==> src/include/sieu_params.svh <==
`ifndef SIEU_PARAMS_SVH
`define SIEU_PARAMS_SVH
// clock and timing
`define CLK_HZ          10000000
`define CLK_PERIOD_NS   100
`define CATCH_MIN_NS    5000
`define CATCH_MIN_CYC   ((`CATCH_MIN_NS + `CLK_PERIOD_NS - 1) / `CLK_PERIOD_NS)
`define FREQ_MIN_LO_HZ  1
`define FREQ_MIN_HI_HZ  200
`define FREQ_MAX_HZ     100000
`define LO_MAX_PER      (`CLK_HZ / `FREQ_MIN_LO_HZ)
`define HI_MAX_PER      (`CLK_HZ / `FREQ_MIN_HI_HZ)
`define NEST_MAX        2'd3
// register byte offsets
`define OFS_MODE        12'h000
`define OFS_EDGE        12'h004
`define OFS_CTRL        12'h008
`define OFS_IRQ_CMD     12'h00C
`define OFS_IRQ_STAT    12'h010
`define OFS_CAPT        12'h014
`define OFS_NORM        12'h018
`define OFS_ERR         12'h01C
`define OFS_LABEL       12'h020
`define OFS_FREQ        12'h040
`define N_LABEL         4'd6
`define N_FREQ          4'd12
// field positions
`define CMD_EN_LSB      0
`define CMD_DIS_LSB     8
`define STAT_PEND_LSB   8
`define STAT_ACT_BIT    16
`define STAT_DEPTH_LSB  17
// reset values
`define RST_MODE        18'h00000
`define RST_EDGE        12'h555
`define RST_ENA         7'h7F
`endif

==> src/include/sieu_pkg.sv <==
`default_nettype none
package sieu_pkg;
   typedef enum logic [2:0] {
      MD_NORMAL  = 3'h0,
      MD_COUNTER = 3'h1,
      MD_CAPTURE = 3'h2,
      MD_IRQ     = 3'h3,
      MD_FREQ    = 3'h4
   } mode_t;
   typedef enum logic [1:0] {
      DIV_IDLE = 2'h0,
      DIV_RUN  = 2'h1,
      DIV_DONE = 2'h3
   } div_state_t;
   typedef struct packed {
      logic [31:0]       prdata;
      logic              pready;
      logic              pslverr;
      logic [5:0][2:0]   mode;
      logic [5:0][1:0]   edg;
      logic              word_order;
      logic [6:0]        ena;
      logic [5:0][15:0]  label;
      logic [5:0]        pin_q;
      logic [5:0]        cap_seen;
      logic [5:0]        capt;
      logic [5:0]        norm;
      logic [5:0]        pend;
      logic              hact;
      logic [1:0]        depth;
      logic              irq_req;
      logic [15:0]       irq_label;
      logic [2:0]        irq_src;
      logic              err;
      logic [5:0][31:0]  per_cnt;
      logic [5:0][31:0]  per_val;
      logic [5:0][31:0]  fcalc;
      logic [5:0][31:0]  fpub;
      logic [5:0]        per_arm;
      logic [5:0]        per_new;
      div_state_t        dst;
      logic [2:0]        dgrp;
      logic [4:0]        dcnt;
      logic [31:0]       dnum;
      logic [31:0]       drem;
      logic [31:0]       dden;
   } state_t;
endpackage
`default_nettype wire

==> src/hdl/special_input_event_unit.sv <==
// Operation
// - catch input keeps only the first selected edge in each scan
// - catch status flag is set for exactly one scan, then clears
// - catch edge per group is rising or falling
// - six inputs can be interrupt sources on rising, falling or both edges
// - interrupt dispatch presents that source's jump label at once
// - each group takes one function: normal, capture, interrupt, frequency; the counter mode code drives no logic
// - normal inputs are sampled only at end of scan
// - all interrupts enabled by default; enable and disable commands per source
// - one enabled flag per interrupt input mirrors its enable state
// - calls in a handler nest three deep; deeper raises error flag and lamp
// - simultaneous interrupts served from group one upward
// - a running handler is never preempted; new requests wait
// - smallest variant has no interrupt on groups five and six
// - frequency measured by own logic, published once per scan
// - each frequency is a read-only 32-bit upper and lower word pair
// - whole hertz truncated; 1 Hz or 200 Hz up to 100 kHz
// - slow input publishes after one pulse period plus one scan
// - upper and lower word placement follows the word-order setting
// - groups not measuring stay usable for other functions
// - no frequency on AC variants nor on groups five, six of smallest
// - catch inputs take pulses of 5 us or more, shorter than a scan
// - each catch input has its own status flag in group order
`timescale 1ns/10ps
`default_nettype none
`include "sieu_params.svh"
module special_input_event_unit #(
   parameter int unsigned CLK_HZ        = `CLK_HZ,
   parameter int unsigned LO_MAX_PER    = `LO_MAX_PER,
   parameter int unsigned HI_MAX_PER    = `HI_MAX_PER,
   parameter bit          SMALL_VARIANT = 1'b0,
   parameter bit          AC_POWER      = 1'b0
) (
   input  wire logic        pclk,
   input  wire logic        presetn,
   input  wire logic        psel,
   input  wire logic        penable,
   input  wire logic        pwrite,
   input  wire logic [11:0] paddr,
   input  wire logic [31:0] pwdata,
   output var  logic [31:0] prdata,
   output var  logic        pready,
   output var  logic        pslverr,
   input  wire logic        source_input_1,
   input  wire logic        source_input_2,
   input  wire logic        source_input_3,
   input  wire logic        source_input_4,
   input  wire logic        source_input_5,
   input  wire logic        source_input_6,
   input  wire logic        scan_end_strobe,
   input  wire logic        running_flag,
   input  wire logic        handler_return_cmd,
   input  wire logic        sub_call_cmd,
   input  wire logic        sub_return_cmd,
   output var  logic        irq_req,
   output var  logic [15:0] irq_label,
   output var  logic [2:0]  irq_src,
   output var  logic        handler_active,
   output var  logic [5:0]  irq_enabled_flags,
   output var  logic [5:0]  capture_status_flags,
   output var  logic [5:0]  normal_inputs,
   output var  logic        exec_error_flag,
   output var  logic        error_indicator
);
   import sieu_pkg::*;

   if (HI_MAX_PER == 0 || HI_MAX_PER > LO_MAX_PER || CLK_HZ < `FREQ_MAX_HZ
       || `CATCH_MIN_CYC < 1) begin : g_bad
      $error("unsupported parameter values");
   end

   ////////////////////////////////////////////////////////////////////////
   function automatic logic [5:0] mode_mask(logic [5:0][2:0] m, mode_t k);
      logic [5:0] r;
      for (int i = 0; i < 6; i++) begin
         r[i] = (m[i] == k);
      end
      return r;
   endfunction

   function automatic logic [5:0] edge_hits(logic [5:0] cur, logic [5:0] prv,
                                            logic [5:0] rs, logic [5:0] fs);
      return (cur & ~prv & rs) | (~cur & prv & fs);
   endfunction

   function automatic logic [2:0] first_set(logic [5:0] v);
      logic [2:0] r;
      r = 3'h0;
      for (int i = 5; i >= 0; i--) begin
         if (v[i]) begin
            r = 3'(i);
         end
      end
      return r;
   endfunction

   function automatic logic in_win(logic [11:0] a, logic [11:0] base, logic [3:0] n);
      return a >= base && a < base + {6'h00, n, 2'h0} && a[1:0] == 2'h0;
   endfunction

   function automatic logic [3:0] win_idx(logic [11:0] a, logic [11:0] base);
      logic [11:0] d;
      d = a - base;
      return d[5:2];
   endfunction

   ////////////////////////////////////////////////////////////////////////
   state_t      s;
   state_t      next_s;
   logic [5:0]  pins;
   logic [5:0]  avail;
   logic [5:0]  fmask;
   logic [31:0] lim [6];

   // smallest variant loses groups five and six for every special function
   assign pins  = {source_input_6, source_input_5, source_input_4,
                   source_input_3, source_input_2, source_input_1};
   assign avail = SMALL_VARIANT ? 6'h0F : 6'h3F;
   assign fmask = mode_mask(s.mode, MD_FREQ) & avail & {6{!AC_POWER}};
   always_comb begin
      for (int i = 0; i < 6; i++) begin
         lim[i] = (i < 4) ? 32'(LO_MAX_PER) : 32'(HI_MAX_PER);
      end
   end

   always_comb begin
      logic [11:0] a;
      logic        wr;
      logic [3:0]  ix;
      logic [5:0]  nmask;
      logic [5:0]  cmask;
      logic [5:0]  imask;
      logic [5:0]  crs;
      logic [5:0]  irs;
      logic [5:0]  ifs;
      logic [5:0]  cedge;
      logic [5:0]  iedge;
      logic [5:0]  take;
      logic [2:0]  g;
      logic [32:0] t;
      logic [32:0] rn;
      logic        q;
      a     = paddr;
      wr    = psel & penable & s.pready & pwrite;
      ix    = 4'h0;
      take  = 6'h00;
      g     = 3'h0;
      t     = 33'h0;
      rn    = 33'h0;
      q     = 1'b0;
      crs   = 6'h00;
      irs   = 6'h00;
      ifs   = 6'h00;
      cedge = 6'h00;
      iedge = 6'h00;
      nmask = 6'h00;
      cmask = 6'h00;
      imask = 6'h00;
      next_s = s;
      nmask = mode_mask(s.mode, MD_NORMAL);
      cmask = mode_mask(s.mode, MD_CAPTURE) & avail;
      imask = mode_mask(s.mode, MD_IRQ) & avail;
      for (int i = 0; i < 6; i++) begin
         crs[i] = s.edg[i][0];
         irs[i] = s.edg[i][0];
         ifs[i] = s.edg[i][1];
      end

      // apb: answer in the cycle after setup, zero wait states
      next_s.pready  = psel & ~penable;
      next_s.pslverr = 1'b0;
      next_s.prdata  = 32'h0000_0000;
      if (psel & ~penable) begin
         if (in_win(a, `OFS_LABEL, `N_LABEL)) begin
            ix = win_idx(a, `OFS_LABEL);
            next_s.prdata = {16'h0000, s.label[ix[2:0]]};
         end else if (in_win(a, `OFS_FREQ, `N_FREQ)) begin
            ix = win_idx(a, `OFS_FREQ);
            // word order swaps which address holds the upper half
            if (ix[0] ^ ~s.word_order) begin
               next_s.prdata = {16'h0000, s.fpub[ix[3:1]][31:16]};
            end else begin
               next_s.prdata = {16'h0000, s.fpub[ix[3:1]][15:0]};
            end
         end else begin
            unique case (a)
               `OFS_MODE:     next_s.prdata = {14'h0000, s.mode};
               `OFS_EDGE:     next_s.prdata = {20'h00000, s.edg};
               `OFS_CTRL:     next_s.prdata = {31'h0, s.word_order};
               `OFS_IRQ_CMD:  next_s.prdata = 32'h0000_0000;
               `OFS_IRQ_STAT: next_s.prdata = {13'h0000, s.depth, s.hact, 2'h0,
                                               s.pend, 1'b0, s.ena};
               `OFS_CAPT:     next_s.prdata = {26'h0, s.capt};
               `OFS_NORM:     next_s.prdata = {26'h0, s.norm};
               `OFS_ERR:      next_s.prdata = {31'h0, s.err};
               default:       next_s.pslverr = 1'b1;
            endcase
         end
      end
      if (wr) begin
         if (in_win(a, `OFS_LABEL, `N_LABEL)) begin
            ix = win_idx(a, `OFS_LABEL);
            next_s.label[ix[2:0]] = pwdata[15:0];
         end
         unique case (a)
            `OFS_MODE:    next_s.mode = pwdata[17:0];
            `OFS_EDGE:    next_s.edg = pwdata[11:0];
            `OFS_CTRL:    next_s.word_order = pwdata[0];
            // disable wins over enable when both bits are written
            `OFS_IRQ_CMD: next_s.ena = (s.ena | pwdata[`CMD_EN_LSB +: 7])
                                       & ~pwdata[`CMD_DIS_LSB +: 7];
            `OFS_ERR:     if (pwdata[0]) next_s.err = 1'b0;
            default:      ;
         endcase
      end

      // catch inputs and normal sampling on the scan boundary
      next_s.pin_q = pins;
      cedge = edge_hits(pins, s.pin_q, crs, ~crs) & cmask;
      if (scan_end_strobe) begin
         next_s.capt     = s.cap_seen & cmask;
         next_s.cap_seen = cedge;
         next_s.norm     = pins & nmask;
      end else begin
         // later pulses in the same scan fold into the held bit
         next_s.cap_seen = s.cap_seen | cedge;
      end

      // interrupt dispatch
      next_s.irq_req = 1'b0;
      iedge = edge_hits(pins, s.pin_q, irs, ifs) & imask & {6{running_flag}};
      if (!s.hact && (|s.pend)) begin
         g = first_set(s.pend);
         take = 6'h01 << g;
         next_s.irq_req   = 1'b1;
         next_s.irq_label = s.label[g];
         next_s.irq_src   = g;
         next_s.hact      = 1'b1;
         next_s.depth     = 2'h0;
      end else if (s.hact && handler_return_cmd) begin
         next_s.hact  = 1'b0;
         next_s.depth = 2'h0;
      end
      // a disabled source drops its waiting request
      next_s.pend = ((s.pend & ~take) | iedge) & next_s.ena[5:0] & imask;
      if (s.hact && sub_call_cmd) begin
         if (s.depth == `NEST_MAX) begin
            next_s.err = 1'b1;
         end else begin
            next_s.depth = s.depth + 2'h1;
         end
      end else if (s.hact && sub_return_cmd && s.depth != 2'h0) begin
         next_s.depth = s.depth - 2'h1;
      end

      // shared reciprocal divider: hertz = clock rate / period cycles
      unique case (s.dst)
         DIV_IDLE: begin
            if (|s.per_new) begin
               g = first_set(s.per_new);
               next_s.per_new[g] = 1'b0;
               next_s.dgrp = g;
               next_s.dden = s.per_val[g];
               next_s.dnum = 32'(CLK_HZ);
               next_s.drem = 32'h0;
               next_s.dcnt = 5'h00;
               next_s.dst  = DIV_RUN;
            end
         end
         DIV_RUN: begin
            t = {s.drem, s.dnum[31]};
            q = (t >= {1'b0, s.dden});
            rn = q ? t - {1'b0, s.dden} : t;
            next_s.drem = rn[31:0];
            next_s.dnum = {s.dnum[30:0], q};
            next_s.dcnt = s.dcnt + 5'h01;
            if (s.dcnt == 5'h1F) begin
               next_s.dst = DIV_DONE;
            end
         end
         DIV_DONE: begin
            next_s.fcalc[s.dgrp] = s.dnum;
            next_s.dst = DIV_IDLE;
         end
         default: next_s.dst = DIV_IDLE;
      endcase

      // period capture runs every cycle, independent of the scan
      for (int i = 0; i < 6; i++) begin
         if (fmask[i]) begin
            if (pins[i] && !s.pin_q[i]) begin
               if (s.per_arm[i] && s.per_cnt[i] <= lim[i]) begin
                  next_s.per_val[i] = s.per_cnt[i];
                  next_s.per_new[i] = 1'b1;
               end else if (s.per_arm[i]) begin
                  next_s.fcalc[i] = 32'h0;
               end
               next_s.per_arm[i] = 1'b1;
               next_s.per_cnt[i] = 32'h1;
            end else if (s.per_cnt[i] <= lim[i]) begin
               next_s.per_cnt[i] = s.per_cnt[i] + 32'h1;
            end else begin
               // below range: the input has stopped or is too slow
               next_s.fcalc[i] = 32'h0;
            end
         end else begin
            next_s.per_arm[i] = 1'b0;
            next_s.per_new[i] = 1'b0;
            next_s.fcalc[i]   = 32'h0;
         end
         if (scan_end_strobe) begin
            next_s.fpub[i] = fmask[i] ? s.fcalc[i] : 32'h0;
         end
      end
   end

   always_ff @(posedge pclk or negedge presetn) begin
      if (!presetn) begin
         s      <= '0;
         s.mode <= `RST_MODE;
         s.edg  <= `RST_EDGE;
         s.ena  <= `RST_ENA;
      end else begin
         s <= next_s;
      end
   end

   assign prdata               = s.prdata;
   assign pready               = s.pready;
   assign pslverr              = s.pslverr;
   assign irq_req              = s.irq_req;
   assign irq_label            = s.irq_label;
   assign irq_src              = s.irq_src;
   assign handler_active       = s.hact;
   assign irq_enabled_flags    = s.ena[5:0];
   assign capture_status_flags = s.capt;
   assign normal_inputs        = s.norm;
   assign exec_error_flag      = s.err;
   assign error_indicator      = s.err;
endmodule
`default_nettype wire

==> config.mk <==
export PLATFORM = sky130hd
export DESIGN_NAME = special_input_event_unit
export DESIGN_NICKNAME = d
export VERILOG_FILES = /design/src/include/sieu_pkg.sv /design/src/hdl/special_input_event_unit.sv
export VERILOG_INCLUDE_DIRS = /design/src /design/src/include
export SDC_FILE = /design/constraint.sdc
export NUM_CORES = 2
export LEC_CHECK = 0
export ABC_AREA = 1
export CORE_MARGIN = 5
export CORE_UTILIZATION = 67
export CTS_BUF_LIST = sky130_fd_sc_hd__clkbuf_8
export CTS_CLUSTER_DIAMETER = 40
export DETAILED_ROUTE_END_ITERATION = 12
export DONT_BUFFER_PORTS = 1
export PLACE_DENSITY_LB_ADDON = 0.3
export SYNTH_ARGS = -nofsm -noshare
export SYNTH_HDL_FRONTEND = slang
export SYNTH_SLANG_ARGS = --single-unit
==> constraint.sdc <==
create_clock -name pclk -period 2.8 [get_ports pclk]
set_input_delay 0.7 -clock pclk [delete_from_list [all_inputs] [get_ports pclk]]
set_output_delay 0.7 -clock pclk [all_outputs]
set_load 0.01 [all_outputs]
## Word level (Yosys, flattened, before mapping)

Cells that the tools add are included.

- Logic and storage cells: 387
- Memory bits (read-only): 0
- Bits in registers: 1,108
- Memories kept: 0
- Latch bits: 0
- RAM bits: 0
- Input port bits: 60
- Output and inout bits: 75

- Shifts and indexed selects: 1
- Divide/modulo/power cells: 0
- Multipliers: 0
- Equal/unequal tests: 37
- Bitwise gates (word level): 33
- Add/subtract/negate cells: 12
- Mux-type cells: 141
- Order comparisons: 19
- Reduce and logical (&&, ||, !) cells: 72

Operators by type and width:

| kind | number |
|---|---|
| 32-bit 2-to-1 mux | 55 |
| 32-bit by 1-bit adder with 32-bit output (second input constant) | 6 |
| 32-bit binary-select mux with 3-bit select | 2 |
| 192-bit bitwise mux | 1 |
| 192-bit 2-to-1 mux | 1 |
| 69-bit case mux with 2 select lines | 1 |
| 19-bit case mux with 7 select lines | 1 |
| 32-bit by 24-bit <= comparator with 1-bit output (second input constant) | 4 |
| 112-bit 2-to-1 mux | 1 |
| 102-bit 2-to-1 mux | 1 |
| 16-bit binary-select mux with 3-bit select | 2 |
| 96-bit bitwise mux | 1 |
| 32-bit demux with 3-bit select | 1 |
| 96-bit 2-to-1 mux | 1 |
| 6-bit bitwise AND | 14 |
| 32-bit by 16-bit <= comparator with 1-bit output (second input constant) | 2 |
| 16-bit 2-to-1 mux | 4 |
| 3-bit 2-to-1 mux | 17 |
| 16-bit demux with 3-bit select | 1 |
| 12-bit by 5-bit == test with 1-bit output (second input constant) | 4 |
| 1-bit 2-to-1 mux | 40 |
| 3-bit by 2-bit == test with 1-bit output (second input constant) | 12 |
| 33-bit by 32-bit greater-or-equal comparator with 1-bit output | 1 |
| 32-bit subtractor | 1 |
| other kinds (43) | 141 |

## Depth between registers and ports, before layout

- Word-level depth: 19
- Gate-level depth with buffers: 17
- Mapped depth without buffers: 16

## Worst setup path after synthesis

No wires, ideal clock.

- Kind: input port to flip-flop
- Start point: in paddr[3]
- End point: reg (tool-made name)
- Slack: 0.731 ns
- Data required time: 2.676 ns
- Setup time: 0.124 ns
- Arrival: 1.946 ns
- Path buffers: 2
- Stages on the path: 8
- Cells stage by stage: buf_4 > nand2_1 > nand4_4 > nor2_8 > nand4_4 > buf_2 > nand2_1 > o21ai_2

RTL lines:

| item | line | RTL |
|---|---|---|
| start, declared | special_input_event_unit.sv:39 | `input wire logic [11:0] paddr,` |

==> impl_metrics.env <==
export IMPL_grt_pass1_wl_um=266000
export IMPL_yosys_area_top_type="dfrtp_1"
export IMPL_synth_enable_flop_cells=0
export IMPL_layout_drive_gt1_share=0.0845
export IMPL_yosysUniqueCellTypes=66
export IMPL_num_io_pins=135
export IMPL_register_area_um2=27400
export IMPL_cap_violations=0
export IMPL_fin_setup_tns_ps=0
export IMPL_wire_per_inst_um=21.2
export IMPL_antenna_found_initial=5
export IMPL_die_x_um=300
export IMPL_drt_drc_violations_left=0
export IMPL_grt_start_max_net_pins=345
export IMPL_hold_worst_slack_ps=54.3
export IMPL_cts_clk_slew_worst_paths_ps=60
export IMPL_postSynthCellCount=6931
export IMPL_slew_headroom=0.128
export IMPL_min_path_type="in -> reg"
export IMPL_ys_seq_elements=1095
export IMPL_route_vias_total=48900
export IMPL_finClkSkew_ps=52.8
export IMPL_power_density_nw_per_um2=618
export IMPL_drt_pre_antenna_iters=8
export IMPL_dp_hpwl_um=111000
export IMPL_final_util=0.729
export IMPL_clk_path_buf_depth=3
export IMPL_cp_end_kind="register"
export IMPL_cts_buffers=184
export IMPL_multi_input_area_um2=23100
export IMPL_fp_coreArea_um2=83400
export IMPL_final_min_clock_period_ps=2530
export IMPL_die_y_um=300
export IMPL_drt_antenna_violating_nets=0
export IMPL_tightestPinTransition_ps=1310
export IMPL_grt_remaining_overflow=0
export IMPL_fmax_mhz=395
export IMPL_cts_root_buf="clkbuf_8"
export IMPL_crit_type="reg -> reg"
export IMPL_gp_congestion=0.976
export IMPL_fin_nets=6971
export IMPL_grt_pass1_vias=46800
export IMPL_synth_seq_area_share=0.488
export IMPL_p_leak_nw=30.1
export IMPL_ys_async_sr_fraction=1.00
export IMPL_yosysTopAreaCellShare=0.482
export IMPL_dominantRegCellSynth="dfrtp_1"
export IMPL_n_fill_cell=6420
export IMPL_io_buffers=0
export IMPL_via_per_inst=6.05
export IMPL_clkLatencyLatePin_ps=890
export IMPL_synthTopCellsByArea="dfrtp_1 48%, nand2_1 10%, inv_1 5.9%, nand3_1 4.8%, o21ai_0 4.6%"
export IMPL_syn_to_final_growth_pct=8.19
export IMPL_outcome="complete, no violations"
export IMPL_htree_levels=4
export IMPL_syn_area_um2=56200
export IMPL_start_util=0.674
export IMPL_yosysWarnings=0
export IMPL_cts_setup_buffers=0
export IMPL_postSynthAreaPerCell_um2=8.11
export IMPL_crit_fanout=18
export IMPL_startpoint_type="register"
export IMPL_rsz0062_at_grt="no"
export IMPL_wirelength_um=171000
export IMPL_cp_data_arrival_time_ps=3270
export IMPL_pre_cts_ws_ps=-674
export IMPL_setup_viol=0
export IMPL_irDropWorstVdd_mv=0.556
export IMPL_gr_usage_all_layers=0.376
export IMPL_cts_tree="done"
export IMPL_slew_viol_final=0
export IMPL_hold_viol=0
export IMPL_cts_num_sinks=1095
export IMPL_ys_top_cells_by_count="1566 x nand2_1, 1082 x dfrtp_1, 885 x inv_1, 548 x nor2_1, 536 x nand3_1"
export IMPL_drt_iter0_drc=6315
export IMPL_die_area_um2=89800
export IMPL_fin_ws_ps=268
export IMPL_min_period_over_period=0.904
export IMPL_critPathRequiredTime_ps=3540
export IMPL_rows=106
export IMPL_post_synth_top_count_cell="nand2_1"
state kept, by name, summed over array words and instances, names as in the netlist, named ones only:
name                  flops
s                       938
prdata                   19
irq_label                16
capture_status_flags      6
irq_enabled_flags         6
normal_inputs             6
irq_src                   3
error_indicator           1
handler_active            1
irq_req                   1
pready                    1
pslverr                   1
worst paths after layout:
path                               from  cells past startpoint  endpoint  slack, ps
max                              s[915]                      8    s[914]        270
min                        sub_call_cmd                      2    s[908]         50
max reg2reg                      s[915]                      8    s[914]        270
min reg2reg                      s[508]                      2    s[508]        470
max in group asynchronous       presetn                      6    s[914]        280
min in group asynchronous       presetn                      3    s[622]        520
metrics by stage:
stage	cell area [µm²]	power, mW	std cells
6_report	60800	37.6	8087
5_1_grt	60800	39.2	8086
3_3_place_gp	56700	22.9	7732
2_1_floorplan	56300	21.2	6943
4_1_cts	60600	37.5	8075
3_5_place_dp	56700	23.0	7732
kinds of logic (layout without fill, tap and decap cells):
kind of cell,count (synthesis),after routing,share of synthesized area
flip-flops,1095,1095,0.488
other,1,16,0.0000667
multiplexers,161,161,0.0287
buffers and inverters,1338,1399,0.103
AO/OA/AOI/OAI,1227,1227,0.126
XOR/XNOR,118,118,0.0187
AND/OR/NAND/NOR,2942,2942,0.225
adder cells (fa/ha/maj),49,49,0.0110
timing repair:
item | 4_1_cts | 5_1_grt
hold endpoints to repair | 259 | 150
hold buffers | 15 | 7
gates resized for setup | 0 | 1
setup endpoints to repair | 0 | 182
metal layers:
metal	wire length (µm)	vias to the layer above	global-route usage
met3	17500	498	0.0870
met1	69700	23500	0.527
met2	76100	2638	0.567
met5	102	-	0.00812
met4	7860	2	0.163
li1	-	22300	-
report_power, final:
| part | total (mW) | switching [mW] | internal (mW) | leakage [nW] |
|---|---|---|---|---|
| clock | 14.5 | 6.79 | 7.73 | 2.15 |
| sequential | 16.9 | 0.536 | 16.3 | 14.6 |
| combinational | 6.19 | 4.08 | 2.11 | 13.4 |
cell type report:
type | count | area share
clock inverter | 105 | 0.0116
inverter | 917 | 0.0567
antenna | 3 | 0.000123
timing repair buffer | 154 | 0.0279
clock buffer | 223 | 0.0505
tap | 1080 | 0.0222
multi-input combinational | 4510 | 0.380
sequential | 1095 | 0.451
critical path: stages (launching register included):
cell and delay, ps:
dfrtp_1 450, a21oi_1 180, o21ai_0 100, nand2_1 260, clkinv_1 650, o21ai_0 510
nand2_1 80, nand4_1 100, nor2_1 50
cells in the final DEF, fill, tap and decap left out, drive strengths merged, types with 91 or more instances in the layout:
cell type  Yosys  final
mux2i        160    160
inv          907    978
nor3          91     91
o21ai        636    636
dfrtp       1082   1082
nand4        103    103
nand3        546    546
buf          251    137
a21oi        290    290
clkbuf       170    224
o22ai         91     91
nand2       1595   1595
o211ai       123    123
nor2         571    571
xor2         105    105
(Power assumes the default switching activity.)
